$ cat src/verilog/sfc_pkg.sv
package sfc_pkg;
    // ========================================
    // clock and timing
    localparam int CLK_HZ = 40_000_000; // core clock rate
    localparam int T_WRITE_NS = 10_000; // self-timed status write, plain default
    // ========================================
    // instruction codes
    localparam logic [7:0] OP_WREN = 8'h06;
    localparam logic [7:0] OP_WRDI = 8'h04;
    localparam logic [7:0] OP_VWREN = 8'h50;
    localparam logic [7:0] OP_RDSR1 = 8'h05;
    localparam logic [7:0] OP_RDSR2 = 8'h35;
    localparam logic [7:0] OP_RDSR3 = 8'h15;
    localparam logic [7:0] OP_WRSR1 = 8'h01;
    localparam logic [7:0] OP_WRSR2 = 8'h31;
    localparam logic [7:0] OP_WRSR3 = 8'h11;
    localparam logic [7:0] OP_READ = 8'h03;
    localparam logic [7:0] OP_FREAD = 8'h0B;
    localparam logic [7:0] OP_DREAD = 8'h3B;
    localparam logic [7:0] OP_RSTEN = 8'h66;
    localparam logic [7:0] OP_RST = 8'h99;
    // ========================================
    // status fields, masks and reset values
    localparam int SR1_BUSY_BIT = 0; // busy flag position
    localparam int SR1_WEL_BIT = 1; // write_enable_latch position
    localparam logic [7:0] SR1_WR_MASK = 8'hFC; // mode, unit size, top/bottom, range
    localparam logic [7:0] SR2_WR_MASK = 8'h7B; // invert, lock bits, io enable, lock
    localparam logic [7:0] SR3_WR_MASK = 8'hE4; // pause, strength, scheme
    localparam logic [7:0] SR2_OTP_MASK = 8'h39; // one_time_lock_bits and status_lock
    localparam logic [7:0] SR_RST = 8'h00; // status value at power-up
    // ========================================
    // frame geometry
    localparam int ADDR_BITS = 24; // address length
    localparam int DUMMY_CLKS = 8; // dummy clocks of fast reads
    localparam int FIFO_DEPTH = 8; // read prefetch depth
    // ========================================
    // types
    typedef struct packed {
        logic cs_n;
        logic sck;
        logic io0;
        logic rst_n;
    } sfc_pins_t;
    typedef struct packed {
        logic [7:0] sr3;
        logic [7:0] sr2;
        logic [7:0] sr1;
    } sfc_status_t;
    typedef enum logic [2:0] {
        ST_IDLE, ST_OPCODE, ST_ADDR, ST_DUMMY, ST_READ, ST_STAT, ST_WDATA, ST_HOLD
    } sfc_state_t;
    localparam sfc_pins_t PIN_IDLE = '{cs_n: 1'b1, sck: 1'b0, io0: 1'b0, rst_n: 1'b1};
endpackage

$ cat src/verilog/sfc_core.sv
`timescale 1ns/100ps
// ========================================
// Behaviour
// - write-enable code sets write_enable_latch
// - non-volatile status writes need write_enable_latch set beforehand
// - volatile enable leaves latch alone, arms only the next command, which must be the status write
// - write-disable code clears write_enable_latch
// - latch clears at power-up and when a write cycle completes
// - status read codes shift the chosen register out, MSB first
// - status reads work while busy and repeat until select rises
// - status writes change only the writable bits
// - lock bits are one-time: once one, no write clears them
// - non-volatile status write needs enable, code, then one data byte
// - volatile status write updates volatile copies, latch stays zero
// - reset reloads every status bit from its non-volatile copy
// - non-volatile write runs a timed busy cycle, then clears latch
// - volatile write applies at once with busy kept zero
// - register-one code with sixteen data bits writes registers one and two
// - read code plus 24-bit address, then bytes out on falling edges
// - address increments after each byte until select rises
// - array reads while busy are ignored
// - fast read inserts eight dummy clocks before data
// - dual fast read drives two bits per clock on both lines
// - even bits on line zero, odd on line one, high pair first
// - every byte moves most significant bit first
module sfc_core #(
    parameter int WRITE_NS = sfc_pkg::T_WRITE_NS, // self-timed write length
    parameter int FIFO_DEPTH = sfc_pkg::FIFO_DEPTH // read prefetch depth
) (
    input wire logic CLK, // core clock
    input wire logic ARST_N, // async reset, power-up
    input wire sfc_pkg::sfc_pins_t PINS, // raw serial pins
    output logic IO0_OUT, // line zero drive value
    output logic IO0_OE, // line zero driven
    output logic IO1_OUT, // line one drive value
    output logic IO1_OE, // line one driven
    output logic [23:0] MEM_ADDR, // array fetch address
    output logic MEM_REQ, // fetch valid
    input wire logic [7:0] MEM_RDATA, // array byte for MEM_ADDR
    output sfc_pkg::sfc_status_t STATUS // live status registers
);
    import sfc_pkg::*;

    // ========================================
    // derived constants
    localparam int WR_RAW = (WRITE_NS * (CLK_HZ / 1_000_000) + 999) / 1000;
    localparam int WR_CYC = (WR_RAW < 1) ? 1 : WR_RAW;
    localparam int BW = 20;
    localparam logic [5:0] OPC_END = 6'd7;
    localparam logic [5:0] ADDR_END = 6'(7 + ADDR_BITS);
    localparam logic [5:0] DUMMY_END = 6'(7 + ADDR_BITS + DUMMY_CLKS);
    if (WR_CYC >= (1 << BW)) begin : g_chk
        $error("write time too long for busy counter");
    end

    function automatic logic [7:0] f_wr(input logic [7:0] old, input logic [7:0] data,
                                        input logic [7:0] mask, input logic [7:0] otp);
        return (old & ~mask) | (data & mask) | (old & otp);
    endfunction

    function automatic sfc_state_t f_disp(input logic [7:0] op, input logic bsy);
        case (op)
            OP_RDSR1, OP_RDSR2, OP_RDSR3: f_disp = ST_STAT;
            OP_READ, OP_FREAD, OP_DREAD: f_disp = bsy ? ST_HOLD : ST_ADDR;
            OP_WRSR1, OP_WRSR2, OP_WRSR3: f_disp = ST_WDATA;
            default: f_disp = ST_HOLD;
        endcase
    endfunction

    sfc_pins_t s1_ff;
    sfc_pins_t s2_ff;
    logic sck_q_ff;
    logic csn_q_ff;
    sfc_state_t st_ff;
    sfc_state_t nxt_st;
    logic [5:0] cnt_ff;
    logic [7:0] shin_ff;
    logic [7:0] op_ff;
    logic [23:0] addr_ff;
    logic [7:0] wd1_ff;
    logic [7:0] wd2_ff;
    logic [7:0] shout_ff;
    logic [2:0] left_ff;
    logic out_on_ff;
    logic dual_ff;
    logic io0_ff;
    logic io0_oe_ff;
    logic io1_ff;
    logic io1_oe_ff;
    logic [23:0] maddr_ff;
    logic mreq_ff;
    logic [7:0] sr1_ff;
    logic [7:0] sr2_ff;
    logic [7:0] sr3_ff;
    logic [7:0] nv1_ff;
    logic [7:0] nv2_ff;
    logic [7:0] nv3_ff;
    logic [BW-1:0] bcnt_ff;
    logic varm_ff;
    logic rarm_ff;
    logic [7:0] nxt_sr1;
    logic [7:0] nxt_sr2;
    logic [7:0] nxt_sr3;
    logic [7:0] nxt_nv1;
    logic [7:0] nxt_nv2;
    logic [7:0] nxt_nv3;
    logic [BW-1:0] nxt_bcnt;
    logic fifo_in_ready;
    logic fifo_valid;
    logic [7:0] fifo_data;

    // ========================================
    // pin synchroniser; only the second stage is looked at
    always_ff @(posedge CLK or negedge ARST_N) begin
        if (!ARST_N) begin
            s1_ff <= PIN_IDLE;
            s2_ff <= PIN_IDLE;
            sck_q_ff <= 1'b0;
            csn_q_ff <= 1'b1;
        end else begin
            s1_ff <= PINS;
            s2_ff <= s1_ff;
            sck_q_ff <= s2_ff.sck;
            csn_q_ff <= s2_ff.cs_n;
        end
    end

    // edge and frame decode
    wire sel = ~s2_ff.cs_n;
    wire cs_fall = sel & csn_q_ff;
    wire cs_rise = s2_ff.cs_n & ~csn_q_ff;
    wire rise = sel & s2_ff.sck & ~sck_q_ff;
    wire step = sel & ~s2_ff.sck & sck_q_ff & out_on_ff;
    wire din = s2_ff.io0;
    wire [7:0] nxt_shin = {shin_ff[6:0], din};
    wire [23:0] nxt_addr = {addr_ff[22:0], din};
    wire busy = sr1_ff[SR1_BUSY_BIT];
    wire write_enable_latch = sr1_ff[SR1_WEL_BIT];

    // ========================================
    // command completion at select rising
    wire one_byte = (cnt_ff == 6'd8);
    wire done = cs_rise & (cnt_ff >= 6'd8);
    wire do_wren = cs_rise & one_byte & (op_ff == OP_WREN) & ~busy;
    wire do_wrdi = cs_rise & one_byte & (op_ff == OP_WRDI) & ~busy;
    wire do_varm = one_byte & (op_ff == OP_VWREN);
    wire do_rarm = one_byte & (op_ff == OP_RSTEN);
    wire sw_rst = cs_rise & one_byte & (op_ff == OP_RST) & rarm_ff & ~busy;
    wire reload = ~s2_ff.rst_n | sw_rst;
    wire is_wrsr = (op_ff == OP_WRSR1) | (op_ff == OP_WRSR2) | (op_ff == OP_WRSR3);
    // unenabled writes fall out here and leave no trace
    wire wr_ok = cs_rise & is_wrsr & ~busy & (cnt_ff >= 6'd16) & (write_enable_latch | varm_ff);
    wire nv_wr = wr_ok & ~varm_ff;
    wire sel_r1 = wr_ok & (op_ff == OP_WRSR1);
    wire two_byte = (op_ff == OP_WRSR1) & (cnt_ff >= 6'd24);
    wire sel_r2 = wr_ok & ((op_ff == OP_WRSR2) | two_byte);
    wire sel_r3 = wr_ok & (op_ff == OP_WRSR3);
    wire [7:0] r2_data = (op_ff == OP_WRSR1) ? wd2_ff : wd1_ff;
    wire [7:0] new1 = f_wr(sr1_ff, wd1_ff, SR1_WR_MASK, 8'h00);
    wire [7:0] new2 = f_wr(sr2_ff, r2_data, SR2_WR_MASK, SR2_OTP_MASK);
    wire [7:0] new3 = f_wr(sr3_ff, wd1_ff, SR3_WR_MASK, 8'h00);

    // ========================================
    // instruction sequencer
    wire last_addr = (st_ff == ST_ADDR) & (cnt_ff == ADDR_END);
    wire last_dummy = (st_ff == ST_DUMMY) & (cnt_ff == DUMMY_END);
    assign nxt_st = (cnt_ff == OPC_END) ? f_disp(nxt_shin, busy) :
                    last_addr ? ((op_ff == OP_READ) ? ST_READ : ST_DUMMY) :
                    last_dummy ? ST_READ : st_ff;
    wire addr_done = rise & last_addr;
    wire out_start = rise & (nxt_st != st_ff) & ((nxt_st == ST_STAT) | (nxt_st == ST_READ));
    wire [5:0] nxt_cnt = (cnt_ff == 6'h3F) ? cnt_ff : cnt_ff + 6'd1;

    // falling select restarts decode, rising parks it
    always_ff @(posedge CLK or negedge ARST_N) begin
        if (!ARST_N) begin
            st_ff <= ST_IDLE;
            cnt_ff <= '0;
            shin_ff <= '0;
            op_ff <= '0;
            addr_ff <= '0;
            wd1_ff <= '0;
            wd2_ff <= '0;
        end else if (cs_fall) begin
            st_ff <= ST_OPCODE;
            cnt_ff <= '0;
        end else if (cs_rise) begin
            st_ff <= ST_IDLE;
        end else if (rise) begin
            st_ff <= nxt_st;
            cnt_ff <= nxt_cnt;
            shin_ff <= nxt_shin;
            if (cnt_ff == OPC_END) op_ff <= nxt_shin;
            if (st_ff == ST_ADDR) addr_ff <= nxt_addr;
            if (st_ff == ST_WDATA && cnt_ff == 6'd15) wd1_ff <= nxt_shin;
            if (st_ff == ST_WDATA && cnt_ff == 6'd23) wd2_ff <= nxt_shin;
        end
    end

    // ========================================
    // output shifter: a new byte is taken whenever the last one ran out
    wire load = step & (left_ff == 3'd0);
    wire [7:0] stat_sel = (op_ff == OP_RDSR2) ? sr2_ff :
                          (op_ff == OP_RDSR3) ? sr3_ff : sr1_ff;
    // an empty prefetch buffer sends zero; only a very fast link can hit it
    wire [7:0] src = (st_ff == ST_READ) ? (fifo_valid ? fifo_data : 8'h00) : stat_sel;
    wire [7:0] cur = load ? src : shout_ff;
    wire [7:0] nxt_shout = dual_ff ? {cur[5:0], 2'b00} : {cur[6:0], 1'b0};
    wire [2:0] nxt_left = load ? (dual_ff ? 3'd3 : 3'd7) : left_ff - 3'd1;
    wire pop = load & (st_ff == ST_READ);

    always_ff @(posedge CLK or negedge ARST_N) begin
        if (!ARST_N) begin
            out_on_ff <= 1'b0;
            dual_ff <= 1'b0;
            shout_ff <= '0;
            left_ff <= '0;
            io0_ff <= 1'b0;
            io1_ff <= 1'b0;
            io0_oe_ff <= 1'b0;
            io1_oe_ff <= 1'b0;
        end else if (cs_rise | cs_fall) begin
            out_on_ff <= 1'b0;
            dual_ff <= 1'b0;
            left_ff <= '0;
            io0_oe_ff <= 1'b0;
            io1_oe_ff <= 1'b0;
        end else if (out_start) begin
            out_on_ff <= 1'b1;
            dual_ff <= (op_ff == OP_DREAD);
        end else if (step) begin
            io1_ff <= cur[7];
            io0_ff <= cur[6];
            shout_ff <= nxt_shout;
            left_ff <= nxt_left;
            io1_oe_ff <= 1'b1;
            io0_oe_ff <= dual_ff; // line zero taken at first data fall, in dual reads only
        end
    end

    // ========================================
    // array prefetch; a full buffer stalls the fetch
    wire push = mreq_ff & fifo_in_ready;

    always_ff @(posedge CLK or negedge ARST_N) begin
        if (!ARST_N) begin
            mreq_ff <= 1'b0;
            maddr_ff <= '0;
        end else if (cs_rise | cs_fall) begin
            mreq_ff <= 1'b0;
        end else if (addr_done) begin
            mreq_ff <= 1'b1;
            maddr_ff <= nxt_addr;
        end else if (push) begin
            maddr_ff <= maddr_ff + 24'h000001;
        end
    end

    sfc_fifo #(.WIDTH(8), .DEPTH(FIFO_DEPTH)) u_fifo (
        .clk(CLK),
        .arst_n(ARST_N),
        .clr(cs_rise | cs_fall),
        .in_valid(mreq_ff),
        .in_data(MEM_RDATA),
        .in_ready(fifo_in_ready),
        .out_valid(fifo_valid),
        .out_data(fifo_data),
        .out_ready(pop)
    );

    // ========================================
    // status next state; reload beats any command
    always_comb begin
        nxt_sr1 = sr1_ff;
        nxt_sr2 = sr2_ff;
        nxt_sr3 = sr3_ff;
        nxt_nv1 = nv1_ff;
        nxt_nv2 = nv2_ff;
        nxt_nv3 = nv3_ff;
        nxt_bcnt = bcnt_ff;
        if (busy) begin
            nxt_bcnt = bcnt_ff - BW'(1);
        end
        if (busy && bcnt_ff == BW'(1)) begin
            nxt_sr1[SR1_BUSY_BIT] = 1'b0;
            nxt_sr1[SR1_WEL_BIT] = 1'b0;
        end
        if (reload) begin
            nxt_sr1 = nv1_ff;
            nxt_sr2 = nv2_ff;
            nxt_sr3 = nv3_ff;
            nxt_bcnt = '0;
        end else begin
            if (do_wren) nxt_sr1[SR1_WEL_BIT] = 1'b1;
            if (do_wrdi) nxt_sr1[SR1_WEL_BIT] = 1'b0;
            // volatile writes land here at once with busy left low
            if (sel_r1) nxt_sr1 = new1;
            if (sel_r2) nxt_sr2 = new2;
            if (sel_r3) nxt_sr3 = new3;
            if (nv_wr) begin
                if (sel_r1) nxt_nv1 = new1 & SR1_WR_MASK;
                if (sel_r2) nxt_nv2 = new2 & SR2_WR_MASK;
                if (sel_r3) nxt_nv3 = new3 & SR3_WR_MASK;
                nxt_sr1[SR1_BUSY_BIT] = 1'b1;
                nxt_bcnt = BW'(WR_CYC);
            end
        end
    end

    // status registers; arms last for exactly the next command
    always_ff @(posedge CLK or negedge ARST_N) begin
        if (!ARST_N) begin
            sr1_ff <= SR_RST;
            sr2_ff <= SR_RST;
            sr3_ff <= SR_RST;
            nv1_ff <= SR_RST;
            nv2_ff <= SR_RST;
            nv3_ff <= SR_RST;
            bcnt_ff <= '0;
            varm_ff <= 1'b0;
            rarm_ff <= 1'b0;
        end else begin
            sr1_ff <= nxt_sr1;
            sr2_ff <= nxt_sr2;
            sr3_ff <= nxt_sr3;
            nv1_ff <= nxt_nv1;
            nv2_ff <= nxt_nv2;
            nv3_ff <= nxt_nv3;
            bcnt_ff <= nxt_bcnt;
            if (reload) varm_ff <= 1'b0;
            else if (done) varm_ff <= do_varm;
            if (reload) rarm_ff <= 1'b0;
            else if (done) rarm_ff <= do_rarm;
        end
    end

    assign IO0_OUT = io0_ff;
    assign IO0_OE = io0_oe_ff;
    assign IO1_OUT = io1_ff;
    assign IO1_OE = io1_oe_ff;
    assign MEM_ADDR = maddr_ff;
    assign MEM_REQ = mreq_ff;
    assign STATUS = '{sr3: sr3_ff, sr2: sr2_ff, sr1: sr1_ff};

    // ========================================
    // checks
    property p_wren;
        @(posedge CLK) disable iff (!ARST_N) do_wren |=> write_enable_latch;
    endproperty
    a_wren: assert property (p_wren) else $error("enable did not set latch");

    property p_wrdi;
        @(posedge CLK) disable iff (!ARST_N) (do_wrdi & ~reload) |=> !write_enable_latch;
    endproperty
    a_wrdi: assert property (p_wrdi) else $error("disable left latch set");

    property p_nowel;
        @(posedge CLK) disable iff (!ARST_N)
            (cs_rise & is_wrsr & ~write_enable_latch & ~varm_ff & ~reload) |=> $stable(sr2_ff) && !busy;
    endproperty
    a_nowel: assert property (p_nowel) else $error("unenabled write acted");

    property p_vol;
        @(posedge CLK) disable iff (!ARST_N) (wr_ok & varm_ff & ~write_enable_latch) |=> !write_enable_latch && !busy;
    endproperty
    a_vol: assert property (p_vol) else $error("volatile write touched latch");

    property p_busy_end;
        @(posedge CLK) disable iff (!ARST_N)
            (busy && bcnt_ff == BW'(1) && !reload) |=> !busy && !write_enable_latch;
    endproperty
    a_busy_end: assert property (p_busy_end) else $error("write cycle end wrong");

    property p_otp;
        @(posedge CLK) disable iff (!ARST_N)
            !reload |=> ((sr2_ff & $past(sr2_ff) & SR2_OTP_MASK) ==
                         ($past(sr2_ff) & SR2_OTP_MASK));
    endproperty
    a_otp: assert property (p_otp) else $error("lock bit cleared");

    property p_rd_busy;
        @(posedge CLK) disable iff (!ARST_N)
            (rise & busy & (cnt_ff == OPC_END) & (nxt_shin == OP_READ)) |=> st_ff == ST_HOLD;
    endproperty
    a_rd_busy: assert property (p_rd_busy) else $error("read taken while busy");

    property p_cs_end;
        @(posedge CLK) disable iff (!ARST_N) cs_rise |=> !IO0_OE && !IO1_OE && !MEM_REQ;
    endproperty
    a_cs_end: assert property (p_cs_end) else $error("output after select rose");

    property p_msb;
        @(posedge CLK) disable iff (!ARST_N) (load & ~dual_ff) |=> IO1_OUT == $past(src[7]);
    endproperty
    a_msb: assert property (p_msb) else $error("first bit not msb");

    property p_dual;
        @(posedge CLK) disable iff (!ARST_N) IO0_OE |-> dual_ff && IO1_OE;
    endproperty
    a_dual: assert property (p_dual) else $error("line zero driven outside dual");
endmodule

$ cat src/verilog/sfc_fifo.sv
`timescale 1ns/100ps
module sfc_fifo #(
    parameter int WIDTH = 8, // word width
    parameter int DEPTH = 8 // words, power of two
) (
    input wire logic clk, // core clock
    input wire logic arst_n, // async reset
    input wire logic clr, // drop all words
    input wire logic in_valid, // word offered
    input wire logic [WIDTH-1:0] in_data, // offered word
    output logic in_ready, // room left
    output logic out_valid, // word waiting
    output logic [WIDTH-1:0] out_data, // oldest word
    input wire logic out_ready // consumer takes word
);
    localparam int AW = $clog2(DEPTH);
    if (DEPTH < 2 || (1 << AW) != DEPTH) begin : g_chk
        $error("fifo depth must be a power of two");
    end

    logic [WIDTH-1:0] mem_ff [DEPTH];
    logic [AW:0] wp_ff;
    logic [AW:0] rp_ff;

    // ========================================
    // flags: extra pointer bit tells full from empty
    wire full = (wp_ff[AW] != rp_ff[AW]) && (wp_ff[AW-1:0] == rp_ff[AW-1:0]);
    wire empty = (wp_ff == rp_ff);
    wire push = in_valid & ~full;
    wire pop = out_ready & ~empty;
    assign in_ready = ~full;
    assign out_valid = ~empty;
    assign out_data = mem_ff[rp_ff[AW-1:0]];

    // pointers
    always_ff @(posedge clk or negedge arst_n) begin
        if (!arst_n) begin
            wp_ff <= '0;
            rp_ff <= '0;
        end else if (clr) begin
            wp_ff <= '0;
            rp_ff <= '0;
        end else begin
            wp_ff <= wp_ff + (AW+1)'(push);
            rp_ff <= rp_ff + (AW+1)'(pop);
        end
    end

    // storage needs no reset, flags guard stale words
    always_ff @(posedge clk) begin
        if (push) begin
            mem_ff[wp_ff[AW-1:0]] <= in_data;
        end
    end
endmodule

$ cat config.mk
export PLATFORM = sky130hd
export DESIGN_NAME = sfc_core
export DESIGN_NICKNAME = d
export VERILOG_FILES = /design/src/verilog/sfc_pkg.sv /design/src/verilog/sfc_core.sv /design/src/verilog/sfc_fifo.sv
export SDC_FILE = /design/constraint.sdc
export NUM_CORES = 1
export LEC_CHECK = 0
export BUFFER_PORTS_ARGS = -buffer_cell sky130_fd_sc_hd__buf_2
export CAP_MARGIN = 20
export CORE_UTILIZATION = 45
export CTS_BUF_LIST = sky130_fd_sc_hd__clkbuf_4 sky130_fd_sc_hd__clkbuf_8
export CTS_CLUSTER_SIZE = 10
export DETAILED_ROUTE_END_ITERATION = 16
export PLACE_DENSITY = 0.74
export SLEW_MARGIN = 20
export SYNTH_ARGS = -nofsm -noshare
export SYNTH_HDL_FRONTEND = slang
export SYNTH_SLANG_ARGS = --single-unit
$ cat constraint.sdc
create_clock -name CLK -period 7.8 [get_ports CLK]
set_input_delay 1.56 -clock CLK [delete_from_list [all_inputs] [get_ports CLK]]
set_output_delay 1.56 -clock CLK [all_outputs]
set_load 0.005 [all_outputs]
After elaboration in Yosys (flattened, before gate mapping)
Memories as Yosys holds them, arrays and structs flattened.
Cells that the tools add are included.
{ "totals": {"ff_bits": 184, "mem_bits_rw": 64, "input_bits": 14, "out_inout_bits": 53, "elab_cells": 246, "memories": 1} }
{ "memory_table": {"columns": ["memory", "depth", "word_bits", "rd", "rd_ports_with_merged_regs", "wr", "line", "text"], "rows": [
  ["u_fifo.mem_ff", 8, 8, 1, 0, 1, "sfc_fifo.sv:21", "logic [WIDTH-1:0] mem_ff [DEPTH];"]
]} }
{ "classes": {"n_addsub": 6, "n_lt_le_gt_ge": 3, "eq_ne": 42, "muxes": 60, "n_bitwise": 61, "reduce_logical": 33} }
{ "ops": {"columns": ["cell", "count"], "rows": [
  ["2-to-1 mux 8 bit", 12],
  ["2-to-1 mux 20 bit", 3],
  ["equality test 8 x 6 -> 1 bit (second input constant)", 6],
  ["2-to-1 mux 24 bit", 2],
  ["2-to-1 mux 3 bit", 13],
  ["AND 1 bit", 36],
  ["equality test 8 x 5 -> 1 bit (second input constant)", 4],
  ["adder 24 x 1 -> 24 bit (second input constant)", 1],
  ["equality test 8 x 3 -> 1 bit (second input constant)", 3],
  ["2-to-1 mux 6 bit", 4],
  ["2-to-1 mux 1 bit", 21],
  ["equality test 20 x 1 -> 1 bit (second input constant)", 1],
  ["subtractor 20 x 1 -> 20 bit (second input constant)", 1],
  ["AND reduction 3 bit", 6],
  ["nonzero test 2 bit", 9],
  ["equality test 8 x 1 -> 1 bit (second input constant)", 2],
  ["equality test 8 x 2 -> 1 bit (second input constant)", 2],
  ["equality test 8 x 7 -> 1 bit (second input constant)", 2],
  ["AND reduction 4 bit", 4],
  ["inverter 1 bit", 14],
  ["equality test 3 bit (second input constant)", 4],
  ["equality test 6 x 4 -> 1 bit (second input constant)", 2],
  ["equality test 6 x 5 -> 1 bit (second input constant)", 2],
  ["equality test 6 bit (second input constant)", 2],
  ["other kinds (31)", 49]
]} }

Logic depth before layout (Yosys ltp)
Gate-level depths: netlist (run 1).
{ "logic_depth": {"word_depth": 11, "mapped_depth": 10, "depth_no_buf": 9} }

Modules after synthesis
Synthesis (run 1) repeated with hierarchy kept, for this count alone.
{ "hier_totals": {"hier_cells": 978, "hier_area_um2": 11334.6} }
{ "modules_own_cells": {"columns": ["module", "n_inst", "cells_each", "area_per_inst_um2", "seq_area_each_um2"], "rows": [
  ["sfc_core", 1, 837, 8364.3, 4210.3],
  ["sfc_fifo", 1, 141, 2970.3, 2122.0]
]} }

Worst setup path after synthesis (run 1)
No wires, ideal clock.
{ "synth_path": {"path_type": "register to register", "startpoint": "register s2_ff[3] in the netlist's numbering", "endpoint": "register nv2_ff[1]", "setup_time_ns": 0.125, "arrival_ns": 2.388, "required_time_ns": 7.675, "setup_slack_ns": 5.287, "stages_incl_launch_ff": 9, "synth_period_minus_slack_ns": 2.513, "cell_sequence": "dfstp_2 -> ha_1 -> nand2b_1 -> or4b_4 -> o31ai_4 -> nor2_1 -> and2_1 -> buf_6 -> mux2_4"} }
{ "synth_between": {"elab_chain_len": 8, "word_cells_on_any_way": 14, "classes_between": "bitwise (13); reduce/logical (1)"} }
{ "synth_lines": {"columns": ["element", "line", "text"], "rows": [
  ["start, declared", "sfc_core.sv:71", "sfc_pins_t s2_ff;"],
  ["start signal, assigned", "sfc_core.sv:117", "s2_ff <= PIN_IDLE;"],
  ["start signal, assigned", "sfc_core.sv:122", "s2_ff <= s1_ff;"],
  ["AND 1 bit (*)", "sfc_core.sv:131", "wire cs_rise = s2_ff.cs_n & ~csn_q_ff;"],
  ["AND 1 bit (4 in series)", "sfc_core.sv:148", "wire sw_rst = cs_rise & one_byte & (op_ff == OP_RST) & rarm_ff & ~busy;"],
  ["OR 1 bit", "sfc_core.sv:149", "wire reload = ~s2_ff.rst_n | sw_rst;"],
  ["inverter 1 bit (no line)", null, null],
  ["AND reduction 3 bit (no line) (*)", null, null],
  ["end signal, assigned", "sfc_core.sv:327", "nv2_ff <= nxt_nv2;"],
  ["end, declared", "sfc_core.sv:96", "logic [7:0] nv2_ff;"]
]} }
Mark *: on every way between the ends. The rest lies on a longest branch, timed or not.
A chain may end at the register's enable or synchronous reset.

Final worst setup path (run 1)
{ "layout_path": {"startpoint": "register s2_ff[3] in the netlist's numbering", "endpoint": "register wd1_ff[7]"} }
{ "layout_between": {"elab_chain_len": 4, "word_cells_on_any_way": 8, "classes_between": "bitwise (7); reduce/logical (1)"} }
{ "layout_lines": {"columns": ["element", "line", "text"], "rows": [
  ["inverter 1 bit", "sfc_core.sv:129", "wire sel = ~s2_ff.cs_n;"],
  ["AND 1 bit, on equally long branches", "sfc_core.sv:132, sfc_core.sv:130", null],
  ["AND 1 bit / inverter 1 bit (equally long branches)", null, null],
  ["AND reduction 4 bit (no line) (*)", null, null],
  ["end signal, assigned", "sfc_core.sv:195", "if (st_ff == ST_WDATA && cnt_ff == 6'd15) wd1_ff <= nxt_shin;"],
  ["end, declared", "sfc_core.sv:80", "logic [7:0] wd1_ff;"]
]} }
Marks and branches as above.

==> results_dict.tcl, run 1 <==
set metrics [dict create \
    status "finished clean" \
    ys_ff_latch 240 \
    grt_pass1_wl_mm 39.5 \
    clk_pin_slew_ns 0.06 \
    slew_headroom_pct 28.2 \
    ir_drop_mv 0.119 \
    worst_r2r_path_depth 6 \
    r2r-end "wd1_ff[7]$_DFFE_PN0P_" \
    ant_nets 0 \
    synth_top_area_share_pct 38.0 \
    post_cts_resized 0 \
    setup_viol 0 \
    worstPathRequired_ns 8.21 \
    cts.sinks 240 \
    worstHoldPathType "flop to flop" \
    netlist_top_cells_count "dfrtp_1, nand2_1, nor2_1" \
    path_class "flop to flop" \
    num_antenna_cells 0 \
    track_usage_pct 19.0 \
    cp.arrival_ns 3.64 \
    cts-root-buf "clkbuf_8" \
    grt_pass1_vias 7536 \
    slew_viol_final 0 \
    netlist_instances 962 \
    p_total_mw 2.58 \
    synth_flop_cell "dfrtp_1" \
    critical_path.startpoint "s2_ff[3]$_DFF_PN1_" \
    crit_path_start_kind "flop" \
    vias 7641 \
    yosysTopAreaCell "dfrtp_1" \
    cts_tree "done" \
    critPathCaptureType "flop" \
    chipHeight_um 160 \
    fin_crit_ns 3.23 \
    portBuffers 60 \
    wl_met3_mm 1.02 \
    synth_cell_types 78 \
    antenna_found_initial 0 \
    firstDrtPassIters 5 \
    post_drt_wl_per_cell_um 17.0 \
    p_leak_nw 5.49 \
    worst_pin_slew_ns 1.08 \
    grt_overflow 0 \
    tns_ns 0 \
    rr_startpoint "s2_ff[3]$_DFF_PN1_" \
    ios 67 \
    avgSynthCellArea_sq_um 11.7 \
    hold_violations 0 \
    drt_wl_total_mm 23.4 \
    clock_latency_ns 0.55 \
    cellPowerDensity_nw_per_um2 203 \
    cts_setup_buffers 0 \
    nets 1049 \
    start_util_pct 46.1 \
    worst-path-max-fanout 25 \
    yosys.cell_count.top_type "dfrtp_1" \
    rrSetupSlack_ns 4.57 \
    row_count 57 \
    synth_area_sq_um 11300 \
    drt_iter0_markers 552 \
    dr_wl_met2_mm 10.8 \
    area_growth_pct 12.5 \
    drcViolationCount 0 \
    layout-drive-gt1-share_pct 23.8 \
    ys_seq_area_share_pct 56.2 \
    cap_violations 0 \
    post-route-period-util_pct 41.5 \
    synth_area_leaders "dfrtp_1, edfxtp_1, mux2_2" \
    synth_edf_count 64 \
    yosys_warnings 0 \
    postCtsHoldBufs 0 \
    highest_layer "met4" \
    final_util_pct 51.8 \
    wl_met1_mm 11.1 \
    viasPerCell 5.55 \
    fmaxAchievable_mhz 309 \
    rsz0062_at_grt "false" \
    synthArstFlopShare_pct 73.3 \
    cts.path.max_buffers 3 \
    dieWidth_um 160 \
    place_congestion 0.817 \
    numCtsBuffers 41 \
    htreeDepth 2 \
    core_area_sq_um 24500 \
    cp-endpoint "wd1_ff[7]$_DFFE_PN0P_" \
    finClkSkew_ns 0.0376 \
    dp_hpwl_mm 15.4 \
    grt_max_degree 106 \
    dieArea_sq_um 25700 \
]
## kinds of logic after synthesis
group	count (synthesis)	synth area share [%]
AOI/OAI and AO/OA	172	9.84
xor gates and xnor gates	32	2.49
adders and majority gates	13	1.44
buffers and inverters	79	3.14
DFF	240	56.2
muxes	111	12.4
other	1	0.0333
and+or+nand+nor	314	14.4
## area by class of cell
cell class | count | area (sq um)
Fill cell | 2101 | 11800
Timing Repair Buffer | 66 | 352
Tap cell | 324 | 405
Clock inverter | 6 | 60.1
Inverter | 25 | 93.8
Sequential cell | 240 | 6330
Clock buffer | 67 | 816
Multi-Input combinational cell | 648 | 4620
## cell usage in the layout, fill, tap and decap left out, types with 16 or more instances in the layout
| cell type | synthesis | routed |
|---|---|---|
| clkbuf_4 | 0 | 17 |
| nor2_1 | 82 | 82 |
| o21ai_0 | 48 | 48 |
| edfxtp_1 | 64 | 64 |
| inv_1 | 25 | 25 |
| buf_2 | 16 | 59 |
| nand2_1 | 85 | 85 |
| mux4_2 | 16 | 16 |
| clkbuf_8 | 0 | 50 |
| nand3_1 | 16 | 16 |
| and2_1 | 21 | 21 |
| mux2i_1 | 31 | 31 |
| dfrtp_1 | 171 | 170 |
| xor2_1 | 17 | 17 |
| a21oi_1 | 55 | 55 |
| nor3_1 | 17 | 16 |
| mux2_2 | 62 | 62 |
## power by group
| group | internal [mW] | leakage, nW | total, mW | switching [mW] |
|---|---|---|---|---|
| Combinational | 0.0180 | 2.03 | 0.0641 | 0.0461 |
| Clock | 0.693 | 0.464 | 1.18 | 0.491 |
| Sequential | 1.31 | 3.00 | 1.33 | 0.0231 |
| Total | 2.02 | 5.49 | 2.58 | 0.560 |
## worst max-delay path: stages (launching register included)
cell and delay (ns):
dfstp_2 0.59, inv_1 0.06, ha_1 0.75, nand2_1 0.41, nor4_1 0.51, nand3b_1 0.39
mux2_2 0.38
## metrics by stage
| step | hold WS, ns | std cells | cell area, sq um | worst slack, ns |
|---|---|---|---|---|
| after global placement | 0.337 | 1303 | 11800 | 4.54 |
| after detailed placement | 0.337 | 1303 | 11800 | 4.52 |
| final | 0.347 | 1376 | 12700 | 4.57 |
| after floorplan | 0.331 | 967 | 11300 | 5.29 |
| after CTS | 0.350 | 1376 | 12700 | 4.54 |
| after global routing | 0.359 | 1376 | 12700 | 4.31 |
## state kept, by name (all words and copies together), names as in the netlist, 7 cells and up
register and count:
shout_ff 7, MEM_ADDR 24, addr_ff 23, sr1_ff 8, shin_ff 7, u_fifo.mem_ff 64, wd1_ff 8, op_ff 8
bcnt_ff 20
## how the worst min path moves through the flow
stage | start | endpoint | slack [ns] | depth (start not counted)
5_1_grt | s1_ff[3]$_DFF_PN1_ | s2_ff[3]$_DFF_PN1_ | 0.36 | 0
3_5_place_dp | s1_ff[1]$_DFF_PN0_ | din$_DFF_PN0_ | 0.34 | 0
4_1_cts | s1_ff[1]$_DFF_PN0_ | din$_DFF_PN0_ | 0.35 | 0
3_3_place_gp | s1_ff[1]$_DFF_PN0_ | din$_DFF_PN0_ | 0.34 | 0
2_1_floorplan | s1_ff[1]$_DFF_PN0_ | din$_DFF_PN0_ | 0.33 | 0
6_report | s1_ff[1]$_DFF_PN0_ | din$_DFF_PN0_ | 0.35 | 0
## routing by layer
layer / up-vias / GRT usage [%]
li1: 3620 / -
met3: 45 / 3.19
met5: - / 0
met1: 3791 / 27.3
met4: 0 / 6.49
met2: 185 / 29.2
(Power assumes the default switching activity.)
==> run 2: changes to the inputs <==
--- a/config.mk
+++ b/config.mk
@@ -5,6 +5,7 @@
 export SDC_FILE = /design/constraint.sdc
 export NUM_CORES = 1
 export LEC_CHECK = 0
+export ABC_AREA = 1
 export BUFFER_PORTS_ARGS = -buffer_cell sky130_fd_sc_hd__buf_2
 export CAP_MARGIN = 20
 export CORE_UTILIZATION = 45
==> constraint.sdc (replaced) <==
create_clock -name CLK -period 3.2 [get_ports CLK]
set_input_delay 0.64 -clock CLK [delete_from_list [all_inputs] [get_ports CLK]]
set_output_delay 0.64 -clock CLK [all_outputs]
set_load 0.005 [all_outputs]
==> run 2 against run 1 <==
Synthesized cell count rose by 46%. Count of clock-buffer cells in the layout is the same. Final area up 5.6%. Global-route usage is 2.4 points higher. Critical endpoint is now MEM_ADDR[2]$_DFFE_PN0P_. Largest cell class unchanged.
==> results_dict.tcl, run 2 <==
set metrics [dict create \
    cts-root-buf "clkbuf_8" \
    cts_tree "done" \
    drt_wl_total_mm 27.8 \
    use_met1_pct 29.9 \
    crit_path_start_kind "flop" \
    clock_latency_ns 0.56 \
    synth_area_sq_um 11800 \
    final_cell_mix "nand2_1, nor2_1, dfrtp_1" \
    cap_violations 0 \
    synth_cell_types 47 \
    area_growth_pct 13.4 \
    rsz0062_at_grt "false" \
    synth_xor_area_share_pct 2.37 \
    antenna_found_initial 0 \
    netlist_instances 1408 \
    cts.sinks 240 \
    finClkSkew_ns 0.0308 \
    synth-simple-area-share_pct 25.4 \
    synth_mux_area_share_pct 0.381 \
    start_util_pct 46.4 \
    yosysTopAreaCell "dfrtp_1" \
    final_common_cell "nand2_1" \
    clk_pin_slew_ns 0.06 \
    yosys_warnings 0 \
    status "finished clean" \
    grt_use_met3_pct 3.54 \
    synth_flop_cell "dfrtp_1" \
    ant_nets 0 \
    critPathCaptureType "flop" \
    synth_area_leaders "dfrtp_1, edfxtp_1, nand2_1" \
    worst_pin_slew_ns 0.870 \
    dieArea_sq_um 26900 \
    synth_edf_count 64 \
    dp.cells 1779 \
    portBuffers 60 \
    critical_path_buf_inv_count 3 \
    avgSynthCellArea_sq_um 8.39 \
    post_cts_resized 0 \
    crit_chain "inv_1 > nand2_1 > inv_1 > nand2_2 > nand2_1 > nand2_2 > clkinv_2 > o21ai_0 > a22oi_1" \
    worst_r2r_path_depth 9 \
    cts.path.max_buffers 3 \
    drcViolationCount 0 \
    grt.busiest_layer "met2" \
    core_area_sq_um 25500 \
    nets 1520 \
    tns_ns 0 \
    ir_drop_mv 0.297 \
    dieWidth_um 164 \
    post_drt_wl_per_cell_um 15.0 \
    cellPowerDensity_nw_per_um2 488 \
    vias 9692 \
    synthArstFlopShare_pct 73.3 \
    worstHoldPathType "primary input to asynchronous set/reset pin" \
    worst-path-max-fanout 34 \
    grt_overflow 0 \
    num_antenna_cells 0 \
    p_total_mw 6.54 \
    post-route-period-util_pct 80.1 \
    numCtsBuffers 42 \
    viasPerCell 5.23 \
    ys_seq_area_share_pct 53.6 \
    cp.arrival_ns 2.94 \
    cp_top_family "simple AND/OR/NAND/NOR gates" \
    row_count 58 \
    layout-drive-gt1-share_pct 13.7 \
    whs_ns 0.0741 \
    place_congestion 0.899 \
    grt_pass1_vias 9122 \
    setup_viol 0 \
    worstPathRequired_ns 3.58 \
    rrSetupSlack_ns 0.64 \
    drt_iter0_markers 835 \
    instances_no_fill 1854 \
    netlist_top_cells_count "nand2_1, nor2_1, dfrtp_1" \
    grt_max_degree 64 \
    firstDrtPassIters 5 \
    fin_crit_ns 2.56 \
    synth_top_area_share_pct 36.2 \
    track_usage_pct 21.3 \
    slew_headroom_pct 41.9 \
    hold_violations 0 \
    r2r-end "MEM_ADDR[2]$_DFFE_PN0P_" \
    synth_top_family_by_area "simple AND/OR/NAND/NOR gates" \
    path_class "flop to flop" \
    grt_use_met2_pct 33.9 \
    critical_path.startpoint "s2_ff[3]$_DFF_PN1_" \
    pre_cts_ws_ns 0.691 \
    slew_viol_final 0 \
    ios 67 \
    postCtsHoldBufs 0 \
    htreeDepth 2 \
    fin_ws_ns 0.637 \
    chipHeight_um 164 \
    yosys.cell_count.top_type "nand2_1" \
    cts_setup_buffers 0 \
    fmaxAchievable_mhz 390 \
    ys_ff_latch 240 \
    grt_pass1_wl_mm 45.6 \
    largest_register_ffs 64 \
    p_leak_nw 6.23 \
    synth_fa_ha_area_share_pct 1.38 \
    slowest_delay_ns 0.55 \
    rr_startpoint "s2_ff[3]$_DFF_PN1_" \
    cpMaxStageDelayCell "dfstp_2" \
    synth_compound_area_share_pct 10.2 \
    dp_hpwl_mm 19.4 \
]
run 2: final cells by class:
cell class                      instances  area, sq um
Clock buffer                           67          803
Clock inverter                          8          101
Fill cell                            2314        12100
Inverter                              145          546
Multi-Input combinational cell        983         4720
Sequential cell                       240         6330
Tap cell                              330          413
Timing Repair Buffer                   81          479
run 2: worst max path at each step:
stage                                     to  slack (ns)  cells past startpoint
floorplan            addr_ff[19]$_DFFE_PN0P_        1.21                      7
global placement    MEM_ADDR[20]$_DFFE_PN0P_        0.79                      9
detailed placement  MEM_ADDR[22]$_DFFE_PN0P_        0.69                      9
CTS                  MEM_ADDR[2]$_DFFE_PN0P_        0.64                      9
global route        MEM_ADDR[22]$_DFFE_PN0P_        0.38                      9
finish               MEM_ADDR[2]$_DFFE_PN0P_        0.64                      9
run 2: per-stage QoR:
stage / utilization [%] / cell area, sq um
final: 52.6 / 13400
after floorplan: - / 11800
after global placement: 49.0 / 12500
after global routing: 52.6 / 13400
after detailed placement: 49.0 / 12500
after CTS: 52.6 / 13400
run 2: kinds of logic (layout without fill, tap and decap cells):
logic type / Yosys count / after routing
adder cells (fa/ha/maj): 13 / 13
AND/OR/NAND/NOR: 704 / 704
AO/OA/AOI/OAI: 224 / 224
XOR/XNOR: 32 / 32
other: 1 / 6
flip-flops: 240 / 240
buffers and inverters: 190 / 301
multiplexers: 4 / 4
run 2: power breakdown:
| group | switching (mW) | total (mW) | internal, mW |
|---|---|---|---|
| Combinational | 0.224 | 0.306 | 0.0816 |
| Clock | 1.24 | 3.01 | 1.76 |
| Sequential | 0.0378 | 3.23 | 3.19 |
run 2: layer usage:
metal | wire, um | up-vias
li1 | - | 4785
met1 | 12800 | 4551
met2 | 12700 | 308
met3 | 1740 | 48
met4 | 533 | 0
met5 | 0 | -
